===== config.mk =====
export PLATFORM = sky130hd
export DESIGN_NAME = dcf_fifo
export DESIGN_NICKNAME = d
export VERILOG_FILES = /design/src/design/dcf_fifo.v /design/src/design/dcf_store.v
export VERILOG_INCLUDE_DIRS = /design/src /design/src/inc
export SDC_FILE = /design/constraint.sdc
export NUM_CORES = 1
export LEC_CHECK = 0
export ABC_AREA = 1
export BUFFER_PORTS_ARGS = -buffer_cell sky130_fd_sc_hd__buf_2
export CORE_ASPECT_RATIO = 0.6
export CORE_MARGIN = 2
export CORE_UTILIZATION = 47
export DETAILED_ROUTE_END_ITERATION = 10
export PLACE_DENSITY = 0.68
export SETUP_SLACK_MARGIN = 0.02
export SLEW_MARGIN = 0
export SYNTH_ARGS = -nofsm -noshare
export SYNTH_HDL_FRONTEND = slang
export SYNTH_SLANG_ARGS = --single-unit

===== constraint.sdc =====
create_clock -name clk_i -period 6.3 [get_ports clk_i]
set_input_delay 0.315 -clock clk_i [delete_from_list [all_inputs] [get_ports clk_i]]
set_output_delay 0.315 -clock clk_i [all_outputs]
set_load 0.02 [all_outputs]

===== src/inc/dcf_consts.vh =====
// Constants for the programmable-flag FIFO block.
`ifndef DCF_CONSTS_VH
`define DCF_CONSTS_VH

// ==========================================================================
// Data path
`define DCF_DATA_W 9
`define DCF_BYTE_W 8

// ==========================================================================
// Offset register sequence positions (index of the next load access)
`define DCF_SEQ_EMPTY_LOW 2'h0
`define DCF_SEQ_EMPTY_HIGH 2'h1
`define DCF_SEQ_FULL_LOW 2'h2
`define DCF_SEQ_FULL_HIGH 2'h3

// ==========================================================================
// Reset values and the default depth
`define DCF_OFFSET_DEFAULT 16'h0007
`define DCF_DEPTH_DEFAULT 16'h0040
`define DCF_MODE_DUAL_RESET 1'h1

// ==========================================================================
// Bit positions inside the sampled pin vector
`define DCF_PIN_W 17
`define DCF_PIN_WCLK 16
`define DCF_PIN_RCLK 15
`define DCF_PIN_RST_N 14
`define DCF_PIN_WRITE_ENABLE_PRIMARY_N_N 13
`define DCF_PIN_WRITE_ENABLE_SECONDARY_OR_LOAD 12
`define DCF_PIN_REN_A_N 11
`define DCF_PIN_REN_B_N 10
`define DCF_PIN_OE_N 9

`endif


===== src/design/dcf_fifo.v =====
// Programmable-flag FIFO: pin front end, flags, offset registers, output.
//
// Notes on behaviour
// A reset cycle is needed before use; it empties the FIFO, empty low.
// After reset releases, all nine data outputs are low.
// Outside party must pulse reset low and not access during it.
// Flags hold their reset values while reset is applied.
// Dual mode: write on write edge when primary low, secondary high.
// Both read enables low: next word shown at each read edge.
// Output enable low drives data outputs; high releases them.
// Writes while full are ignored; contents and pointer unchanged.
// Reads while empty ignored; outputs keep the last read word.
// Flag mode: primary enable alone qualifies writes, independent of reads.
// Dual pin high during reset: it becomes a second write enable.
// Dual pin low during reset: it becomes the offset load strobe.
// Load writes go empty-low, empty-high, full-low, full-high, then wrap.
// Raising load resumes normal use; sequence position is kept.
// Load reads follow the same cyclic order onto the data outputs.
// Outside party should not write and read offsets together.
// Almost-empty low when unread words at most n, high above.
// Almost-full low when unread words reach depth minus m.
// Both offsets default to seven after reset.
// Full updates on write edges, empty on read edges; they block.
// Depth is a power of two, 64 to 8192; unused offset bits zero.
`timescale 1ns/1ns
`include "dcf_consts.vh"
module dcf_fifo #(
    parameter [15:0] DEPTH = `DCF_DEPTH_DEFAULT
) (
    input wire clk_i,
    input wire rst_i,
    input wire write_clock_i,
    input wire read_clock_i,
    input wire fifo_reset_n_i,
    input wire write_enable_primary_n_i,
    input wire write_enable_secondary_or_load_i,
    input wire read_enable_a_n_i,
    input wire read_enable_b_n_i,
    input wire output_enable_n_i,
    input wire [`DCF_DATA_W-1:0] write_data_in_i,
    output wire [`DCF_DATA_W-1:0] read_data_out_o,
    output wire read_data_out_oe_o,
    output reg empty_flag_n_o,
    output reg full_flag_n_o,
    output reg almost_empty_flag_n_o,
    output reg almost_full_flag_n_o
);
    // depth mask
    // Offsets only keep the bits that can address the array.
    localparam [15:0] OFF_MASK = DEPTH - 16'h0001;

    reg [`DCF_PIN_W-1:0] pin_s1;
    reg [`DCF_PIN_W-1:0] pin_s2;
    reg wclk_s3;
    reg rclk_s3;
    reg mode_dual;
    reg [1:0] seq;
    reg [15:0] empty_offset;
    reg [15:0] full_offset;
    reg [15:0] count;
    reg [`DCF_BYTE_W-1:0] offset_q;
    reg show_offset;
    wire wclk_rise;
    wire rclk_rise;
    wire fifo_rst;
    wire write_enable_primary_n_n;
    wire write_enable_secondary_or_load;
    wire load_active;
    wire ren_both;
    wire wr_go;
    wire rd_go;
    wire off_wr;
    wire off_rd;
    wire store_ready;
    wire store_valid;
    wire [`DCF_DATA_W-1:0] store_q;
    wire [`DCF_DATA_W-1:0] din;
    wire [15:0] next_count;
    reg [`DCF_BYTE_W-1:0] off_byte;

    // ======================================================================
    // Pin synchronisers
    // Every pin comes from outside this clock, so all pass two flops.
    // Data travels with the clock pins so a sampled edge sees its data.
    always @(posedge clk_i) begin
        if (rst_i) begin
            pin_s1 <= {`DCF_PIN_W{1'b0}};
            pin_s2 <= {`DCF_PIN_W{1'b0}};
            wclk_s3 <= 1'b0;
            rclk_s3 <= 1'b0;
        end else begin
            pin_s1 <= {write_clock_i, read_clock_i, fifo_reset_n_i,
                       write_enable_primary_n_i,
                       write_enable_secondary_or_load_i,
                       read_enable_a_n_i, read_enable_b_n_i,
                       output_enable_n_i, write_data_in_i};
            pin_s2 <= pin_s1;
            wclk_s3 <= pin_s2[`DCF_PIN_WCLK];
            rclk_s3 <= pin_s2[`DCF_PIN_RCLK];
        end
    end

    // Rising edges of the sampled write and read clocks.
    assign wclk_rise = pin_s2[`DCF_PIN_WCLK] & ~wclk_s3;
    assign rclk_rise = pin_s2[`DCF_PIN_RCLK] & ~rclk_s3;
    assign write_enable_primary_n_n = pin_s2[`DCF_PIN_WRITE_ENABLE_PRIMARY_N_N];
    assign write_enable_secondary_or_load = pin_s2[`DCF_PIN_WRITE_ENABLE_SECONDARY_OR_LOAD];
    assign din = pin_s2[`DCF_DATA_W-1:0];

    // reset
    // The reset pin holds the store, offsets, count, flags and output select in their default state while low.
    assign fifo_rst = rst_i | ~pin_s2[`DCF_PIN_RST_N];

    // ======================================================================
    // Configuration captured at reset
    // capture
    // The last value of the dual pin seen while reset is low is kept.
    always @(posedge clk_i) begin
        if (rst_i) begin
            mode_dual <= `DCF_MODE_DUAL_RESET;
        end else if (~pin_s2[`DCF_PIN_RST_N]) begin
            mode_dual <= write_enable_secondary_or_load;
        end
    end

    // ======================================================================
    // Operation decode
    // load strobe
    // Load only exists in flag mode; raising it resumes normal traffic.
    assign load_active = ~mode_dual & ~write_enable_secondary_or_load;
    assign ren_both = ~pin_s2[`DCF_PIN_REN_A_N] & ~pin_s2[`DCF_PIN_REN_B_N];

    // write qualify
    // A stale full flag blocks writes until the next write edge updates it.
    assign wr_go = wclk_rise & ~fifo_rst & ~write_enable_primary_n_n & full_flag_n_o &
                   store_ready & (mode_dual ? write_enable_secondary_or_load : ~load_active);

    // read qualify
    // Empty blocks reads; the output register then keeps its word.
    assign rd_go = rclk_rise & ~fifo_rst & ren_both & ~load_active &
                   empty_flag_n_o & store_valid;

    // offset access
    assign off_wr = wclk_rise & ~fifo_rst & ~write_enable_primary_n_n & load_active;
    assign off_rd = rclk_rise & ~fifo_rst & ren_both & load_active;

    // ======================================================================
    // Word store
    dcf_store #(
        .WIDTH(`DCF_DATA_W),
        .DEPTH(DEPTH)
    ) u_store (
        .clk_i(clk_i),
        .rst_i(fifo_rst),
        .in_valid_i(wr_go),
        .in_ready_o(store_ready),
        .in_data_i(din),
        .out_valid_o(store_valid),
        .out_ready_i(rd_go),
        .out_data_o(store_q)
    );

    // ======================================================================
    // Offset registers
    // read mux
    always @* begin
        case (seq)
            `DCF_SEQ_EMPTY_LOW: off_byte = empty_offset[7:0];
            `DCF_SEQ_EMPTY_HIGH: off_byte = empty_offset[15:8];
            `DCF_SEQ_FULL_LOW: off_byte = full_offset[7:0];
            `DCF_SEQ_FULL_HIGH: off_byte = full_offset[15:8];
            default: off_byte = empty_offset[7:0];
        endcase
    end

    // offset writes
    // One position counter serves writes and reads, so mixing the two
    // moves it for both; that is why simultaneous use is discouraged.
    always @(posedge clk_i) begin
        if (fifo_rst) begin
            empty_offset <= `DCF_OFFSET_DEFAULT;
            full_offset <= `DCF_OFFSET_DEFAULT;
            seq <= `DCF_SEQ_EMPTY_LOW;
            offset_q <= {`DCF_BYTE_W{1'b0}};
        end else begin
            if (off_wr) begin
                case (seq)
                    `DCF_SEQ_EMPTY_LOW: begin
                        empty_offset <= {empty_offset[15:8], din[7:0]} &
                                        OFF_MASK;
                    end
                    `DCF_SEQ_EMPTY_HIGH: begin
                        empty_offset <= {din[7:0], empty_offset[7:0]} &
                                        OFF_MASK;
                    end
                    `DCF_SEQ_FULL_LOW: begin
                        full_offset <= {full_offset[15:8], din[7:0]} &
                                       OFF_MASK;
                    end
                    `DCF_SEQ_FULL_HIGH: begin
                        full_offset <= {din[7:0], full_offset[7:0]} &
                                       OFF_MASK;
                    end
                    default: begin
                        empty_offset <= empty_offset;
                    end
                endcase
            end
            if (off_rd) begin
                offset_q <= off_byte;
            end
            // Two-bit counter wraps from full-high back to empty-low.
            if (off_wr || off_rd) begin
                seq <= seq + 2'h1;
            end
        end
    end

    // ======================================================================
    // Output source
    // output select
    // Both sources reset to zero, so the outputs read low after reset.
    always @(posedge clk_i) begin
        if (fifo_rst) begin
            show_offset <= 1'b0;
        end else if (off_rd) begin
            show_offset <= 1'b1;
        end else if (rd_go) begin
            show_offset <= 1'b0;
        end
    end

    // Offset bytes leave bit 8 at zero.
    assign read_data_out_o = show_offset ? {1'b0, offset_q} : store_q;

    // output enable
    assign read_data_out_oe_o = ~pin_s2[`DCF_PIN_OE_N];

    // ======================================================================
    // Word count and flags
    // The count is exact every cycle; the flags sample it only on their
    // own clock edge, which is what lets a stale flag block an access.
    assign next_count = count + {15'h0000, wr_go} - {15'h0000, rd_go};

    always @(posedge clk_i) begin
        if (fifo_rst) begin
            count <= 16'h0000;
        end else begin
            count <= next_count;
        end
    end

    // write-side flags
    always @(posedge clk_i) begin
        if (fifo_rst) begin
            full_flag_n_o <= 1'b1;
            almost_full_flag_n_o <= 1'b1;
        end else if (wclk_rise) begin
            full_flag_n_o <= (next_count != DEPTH);
            almost_full_flag_n_o <= (next_count < (DEPTH - full_offset));
        end
    end

    // read-side flags
    always @(posedge clk_i) begin
        if (fifo_rst) begin
            empty_flag_n_o <= 1'b0;
            almost_empty_flag_n_o <= 1'b0;
        end else if (rclk_rise) begin
            empty_flag_n_o <= (next_count != 16'h0000);
            almost_empty_flag_n_o <= (next_count > empty_offset);
        end
    end
endmodule


===== src/design/dcf_store.v =====
// Word store for the FIFO: parameterised ring buffer with valid/ready.
`timescale 1ns/1ns
module dcf_store #(
    parameter WIDTH = 9,
    parameter DEPTH = 64
) (
    input wire clk_i,
    input wire rst_i,
    input wire in_valid_i,
    output wire in_ready_o,
    input wire [WIDTH-1:0] in_data_i,
    output wire out_valid_o,
    input wire out_ready_i,
    output reg [WIDTH-1:0] out_data_o
);
    localparam AW = $clog2(DEPTH);

    reg [WIDTH-1:0] mem [0:DEPTH-1];
    reg [AW:0] wptr;
    reg [AW:0] rptr;

    // ======================================================================
    // Status
    // Extra pointer bit tells a full ring from an empty one.
    assign in_ready_o = ~((wptr[AW] != rptr[AW]) &&
                          (wptr[AW-1:0] == rptr[AW-1:0]));
    assign out_valid_o = (wptr != rptr);

    // ======================================================================
    // Array write, no reset so it maps onto block memory.
    always @(posedge clk_i) begin
        if (in_valid_i && in_ready_o) begin
            mem[wptr[AW-1:0]] <= in_data_i;
        end
    end

    // ======================================================================
    // Pointers and the registered read word.
    // The read word holds its value until the next pop; only reset clears it.
    always @(posedge clk_i) begin
        if (rst_i) begin
            wptr <= {(AW+1){1'b0}};
            rptr <= {(AW+1){1'b0}};
            out_data_o <= {WIDTH{1'b0}};
        end else begin
            if (in_valid_i && in_ready_o) begin
                wptr <= wptr + {{AW{1'b0}}, 1'b1};
            end
            if (out_valid_o && out_ready_i) begin
                rptr <= rptr + {{AW{1'b0}}, 1'b1};
                out_data_o <= mem[rptr[AW-1:0]];
            end
        end
    end
endmodule


-- After elaboration in Yosys (flattened, before gate mapping)
Memories as Yosys holds them, arrays and structs flattened. A register that Yosys moved wholly into a read port is not among the register bits.
Index checks and enable logic that the tools add are counted.
- bits in registers: 114
- latch bits: 0
- bits in writable memories: 576
- bits in read-only memories: 0
- output and inout port bits: 14
- logic and storage cells: 88
- memories: 1
- add/subtract/negate cells: 6
- $mul: 0
- divide/modulo/power cells: 0
- order comparisons: 2
- equal/unequal tests: 7
- shift-type cells: 0
- muxes and demuxes: 9
- bitwise operators: 31
- reduce and logical (&&, ||, !) cells: 13
- memories (memory ; words ; bits a word ; rd ports ; clocked after memory_dff ; write ports ; RTL line ; source):
    u_store.mem ; 64 ; 9 ; 1 ; 1 ; 1 ; dcf_store.v:18 ; reg [WIDTH-1:0] mem [0:DEPTH-1];
- operator list (cell ; number):
    16-bit case mux with 2 select lines ; 2
    8-bit case mux with 4 select lines ; 1
    16-bit by 1-bit adder with 16-bit output ; 1
    1-bit bitwise AND ; 16
    16-bit greater-than comparator ; 1
    16-bit < comparator ; 1
    16-bit by 7-bit != test with 1-bit output, second input constant ; 1
    16-bit nonzero test ; 1
    16-bit by 1-bit subtractor with 16-bit output ; 1
    7-bit by 16-bit subtractor with 16-bit output, first input constant ; 1
    7-bit by 1-bit adder with 7-bit output, second input constant ; 2
    1-bit inverter ; 14
    9-bit 2-to-1 mux ; 1
    7-bit != test ; 1
    6-bit equality test ; 1
    3-bit AND reduction ; 2
    2-bit nonzero test ; 3
    1-bit 2-to-1 mux ; 5
    2-bit equality test, second input constant ; 2
    2-bit AND reduction ; 2
    1-bit logical AND ; 3
    2-bit by 1-bit adder with 2-bit output, second input constant ; 1
    2-bit by 1-bit equality test with 1-bit output, second input constant ; 1
    2-bit logical NOT ; 1
    other kinds (3) ; 3

-- Depth between registers and ports, before layout
- depth after elaboration: 11
- mapped depth: 32
- mapped depth without buffers: 30

-- Hierarchy
Synthesis repeated with hierarchy kept, for this count alone.
- cell total of the unflattened synthesis: 3142
- area, all modules: 30118.9 µm²
- by module, submodules not included (module ; times used ; cells an instance ; area an instance (µm²) ; seq. area each (µm²)):
    dcf_store ; 1 ; 2532 ; 25957.4 ; 17757.0
    dcf_fifo ; 1 ; 610 ; 4161.5 ; 1561.5

-- Worst setup path before layout
Ideal clock, no wire load.
- path type: register to register
- from: reg u_store.rptr[0]
- to: reg almost_empty_flag_n_o
- data arrival time: 3501 ps
- data required time: 6191 ps
- setup slack: 2690 ps
- cell stages (with the launch flop): 30
- path buffers: 3
- period minus slack after synthesis: 3610 ps
- cell sequence: dfxtp_1 -> buf_6 -> buf_6 -> nand2_1 -> nand2_1 -> nor2_1 -> nand3_1 -> nor2_1 -> nand2_1 -> nand2_1 -> inv_2 -> buf_2 -> ha_1 -> inv_1 -> ha_1 -> inv_1 -> fa_1 -> inv_1 -> nand3_1 -> nand2_1 -> xnor2_1 -> inv_1 -> ha_1 -> nand4_1 -> nand2_1 -> nand2_1 -> a21oi_1 -> nand3_1 -> nand2_1 -> inv_1
- longest elaborated chain between the ends: 8
- elaborated cells between the ends (all ways): 10
- classes of those cells: add/sub (2); order compare (1); eq/ne (2); bitwise (4); reduce/logical (1)
- RTL lines (element ; RTL line ; source):
    from (decl) ; dcf_store.v:20 ; reg [AW:0] rptr;
    from (signal assigned) ; dcf_store.v:43 ; rptr <= {(AW+1){1'b0}};
    from (signal assigned) ; dcf_store.v:50 ; rptr <= rptr + {{AW{1'b0}}, 1'b1};
    6-bit equality test ; dcf_store.v:26 ; (wptr[AW-1:0] == rptr[AW-1:0]));
    1-bit logical AND ; dcf_store.v:25 ; assign in_ready_o = ~((wptr[AW] != rptr[AW]) &&
    1-bit inverter ; dcf_store.v:25 ;
    1-bit bitwise AND ; dcf_fifo.v:135 ; assign wr_go = wclk_rise & ~fifo_rst & ~write_enable_primary_n_n & full_flag_n_o &
    1-bit bitwise AND ; dcf_fifo.v:136 ; store_ready & (mode_dual ? write_enable_secondary_or_load : ~load_active);
    16-bit by 1-bit adder with 16-bit output ; dcf_fifo.v:243 ; assign next_count = count + {15'h0000, wr_go} - {15'h0000, rd_go};
    16-bit by 1-bit subtractor with 16-bit output (*) ; dcf_fifo.v:243 ;
    named net next_count[4] ; dcf_fifo.v:78 ; wire [15:0] next_count;
    16-bit greater-than comparator (*) ; dcf_fifo.v:271 ; almost_empty_flag_n_o <= (next_count > empty_offset);
    to (signal assigned) ; dcf_fifo.v:271 ;
    to (decl) ; dcf_fifo.v:45 ; output reg almost_empty_flag_n_o,
The timed path passes the listed nets; every way through them passes the cells marked *.
A chain may end at the register's enable or synchronous reset.

-- Worst setup path in the final report
Ends and elaborated chain as after synthesis.

==> metrics.txt <==
Max-slew headroom=14.7%; WL met3=8.63 mm; die area=62200 um2; R2R Setup Slk=1.47 ns; actual slew at the worst max-slew pin=between 1 and 1.5 ns; crit path max-delay cell type=dfxtp_4; reg2reg end=almost_empty_flag_n_o$_SDFFE_PP0P_; Max Cap Viol=0; # diodes=0; final WL=73.5 mm; Setup crit end kind=flip-flop; met2 wire length=30.5 mm; Final Hold Fails=0; Top Metal Used=met4; most used cell, CP=nand2_1; postcts setup bufs=0; core area=slightly below 60000 um2; FF/Latch Area=between 15000 and 20000 um2; initial core utilization=roughly 48%; status=complete, no violations; internal power=6800 uW; design area=30900 um2; minimum clock period=4.83 ns; Final HPWL DP=between 40 and 50 mm; Crit Path Class=flip-flop to flip-flop; area grow syn2layout=9.35%; Buf+Inv Stages, Crit Path=5; # setup viols final=0; Leakage=roughly 0.011 uW; crit path DAT=5.33 ns; Worst VDD drop=205 uV; layout cell share with drive strength beyond 1=6.39%; Min Hold Slack=0.227 ns; die height=194 um; Avg Inst Size Synth=10.9 um2; WL per Instance=~22 um; Setup WS pre-CTS=1.26 ns; Worst EP required=6.80 ns; Psw=approximately 1700 uW; routed vias=19500; most common cell after layout, fill and taps aside=edfxtp_1; num rows=69; GR Overflow Total=0; clock skew=0.0380 ns; I/O pins=33; max frequency=0.207 GHz; fin crit share=76.7%; Gates resized, CTS repair=0; Yosys warning count=0; initial DRC count=2869; TritonRoute pass-1 iters=5; total CTS buffers=57; clock buffer depth=3; max-slew violation count=0; Hold Path Sink=rclk_s3$_SDFF_PP0_; crit-path max cell delay=0.60 ns; hold_buf cts=17; DP Area=28900 um2; DR vias/cell=~5.7; Combinational Power Share=roughly 1.1%; GPL Wtd Cong=between 0.9 and 1; metal1 wirelength=between 30 and 40 mm; vias in the first global route=18600; Global Route Usage Sum=23.5%; RSZ-0062 raised after global routing=false; Sequential Power Share=around 57%; startpoint types=flip-flop; clk root buf=clkbuf_16; area of the multi-input gates=roughly 7600 um2; crit path max fanout=56; largest net degree at the start of global routing=212; initial antenna violation count=1; clk sink count=slightly below 700; die width=321 um; commonest cells after routing, fill and taps aside=edfxtp_1 (576), nor2_1 (539), nand2_1 (314); total power=8480 uW; Seq cells post-synth=677; Setup Total Neg Slack=0 ns; Top delay family on crit path=simple AND/OR/NAND/NOR gates; clock-pin transition on the worst setup and hold timing paths=0.07 ns; Hold Path Cell Cnt=2; Hold Path Origin=rst_i; final net count=2637; TritonCTS clock tree=done; first-pass GRT wire length=112 mm; Synth Instances=2588; htree depth=2; DRC=0; Routed Antenna Nets=0; post-synth net total=2640; share of the yosys chip area belonging to registers=68.3%; Netlist cell types=between 40 and 50; Power Density=274 nW/um2; worst reg2reg startpoint=u_store.rptr[0]$_SDFFE_PP0P_; type of the most critical hold path=input pin to flip-flop; switch share=19.8%; number of buffers added on ports=32; worst reg-to-reg path cell count=26; clk_lat worst skew=~0.62 ns; synthesized cell area=28300 um2; final worst slack=1.47 ns; Fillers=5053; clock power share=41.7%
-- cell usage after synthesis (all sizes together) --
library cell | count | area (um2)
a21oi | 61 | 309
a31oi | 6 | 37.5
and2 | 1 | 6.26
and3 | 1 | 6.26
buf | 81 | 504
clkbuf | 56 | 213
clkinv | 2 | 7.51
dfxtp | 101 | 2020
edfxtp | 576 | 17300
fa | 1 | 20.0
ha | 32 | 400
inv | 174 | 656
nand2 | 316 | 1200
nand3 | 138 | 706
nand3b | 2 | 15.0
nand4 | 9 | 56.3
nor2 | 545 | 2070
nor3 | 10 | 50.1
nor3b | 2 | 15.0
nor4 | 1 | 6.26
o211ai | 69 | 518
o21a | 1 | 7.51
o21ai | 320 | 1600
o21bai | 1 | 7.51
o22ai | 58 | 363
o31ai | 1 | 12.5
or2 | 6 | 37.5
xnor2 | 7 | 61.3
xor2 | 10 | 87.6
-- worst max path at each step --
stage                                       startpoint                            endpoint  slack (ns)  cells after the start
after global routing      u_store.rptr[0]$_SDFFE_PP0P_  almost_empty_flag_n_o$_SDFFE_PP0P_        1.06                     26
after global placement                           rst_i  almost_empty_flag_n_o$_SDFFE_PP0P_        1.28                     23
after floorplan           u_store.rptr[0]$_SDFFE_PP0P_  almost_empty_flag_n_o$_SDFFE_PP0P_        2.69                     29
final                     u_store.rptr[0]$_SDFFE_PP0P_  almost_empty_flag_n_o$_SDFFE_PP0P_        1.47                     26
after CTS                 u_store.rptr[0]$_SDFFE_PP0P_  almost_empty_flag_n_o$_SDFFE_PP0P_        1.50                     26
after detailed placement                         rst_i  almost_empty_flag_n_o$_SDFFE_PP0P_        1.26                     23
-- kinds of logic after synthesis --
| logic type | count (synthesis) | synth area share (%) |
|---|---|---|
| and+or+nand+nor | 1031 | 14.7 |
| DFF | 677 | 68.3 |
| AOI/OAI and AO/OA | 517 | 10.1 |
| buffers and inverters | 313 | 4.88 |
| adders and majority gates | 33 | 1.49 |
| xor gates and xnor gates | 17 | 0.526 |
-- power groups by stage --
stage | clock network, uW | registers [uW] | logic, uW
2_1_floorplan | 0 | 4970 | 18.6
6_report | 3540 | 4850 | 93.5
3_3_place_gp | 0 | 4950 | 81.3
3_5_place_dp | 0 | 4950 | 84.4
5_1_grt | 3760 | 4850 | 101
4_1_cts | 3570 | 4850 | 92.6
-- state kept, by name, indices dropped and copies added, names as in the netlist --
name                   cells
offset_q                   6
pin_s2                    17
mode_dual                  1
empty_flag_n_o             1
full_offset                6
wclk_s3                    1
u_store.wptr               7
u_store.mem              576
seq                        2
full_flag_n_o              1
almost_full_flag_n_o       1
almost_empty_flag_n_o      1
u_store.out_data_o         9
pin_s1                    17
count                     16
show_offset                1
rclk_s3                    1
u_store.rptr               7
empty_offset               6
-- routing by layer --
| metal | global-route usage, % | vias up |
|---|---|---|
| met5 | 0 | - |
| met4 | 4.45 | 0 |
| met3 | 6.27 | 85 |
| met2 | 33.2 | 912 |
| met1 | 36.5 | 9552 |
| li1 | - | 8976 |
-- metrics by stage --
step,cells,utilization [%]
2_1_floorplan,2588,-
3_3_place_gp,3290,48.8
3_5_place_dp,3290,48.8
4_1_cts,3411,52.2
5_1_grt,3411,52.2
6_report,3411,52.2
-- final cells by class --
cell class              count  area share [%]
clock buffers              75            4.90
repair buffers             75            1.74
clock inverters            29           0.979
multi-input cells        1598            24.6
well taps                 781            3.16
flip-flops and latches    677            62.5
inverters                 176            2.15
(Power assumes the default switching activity.)
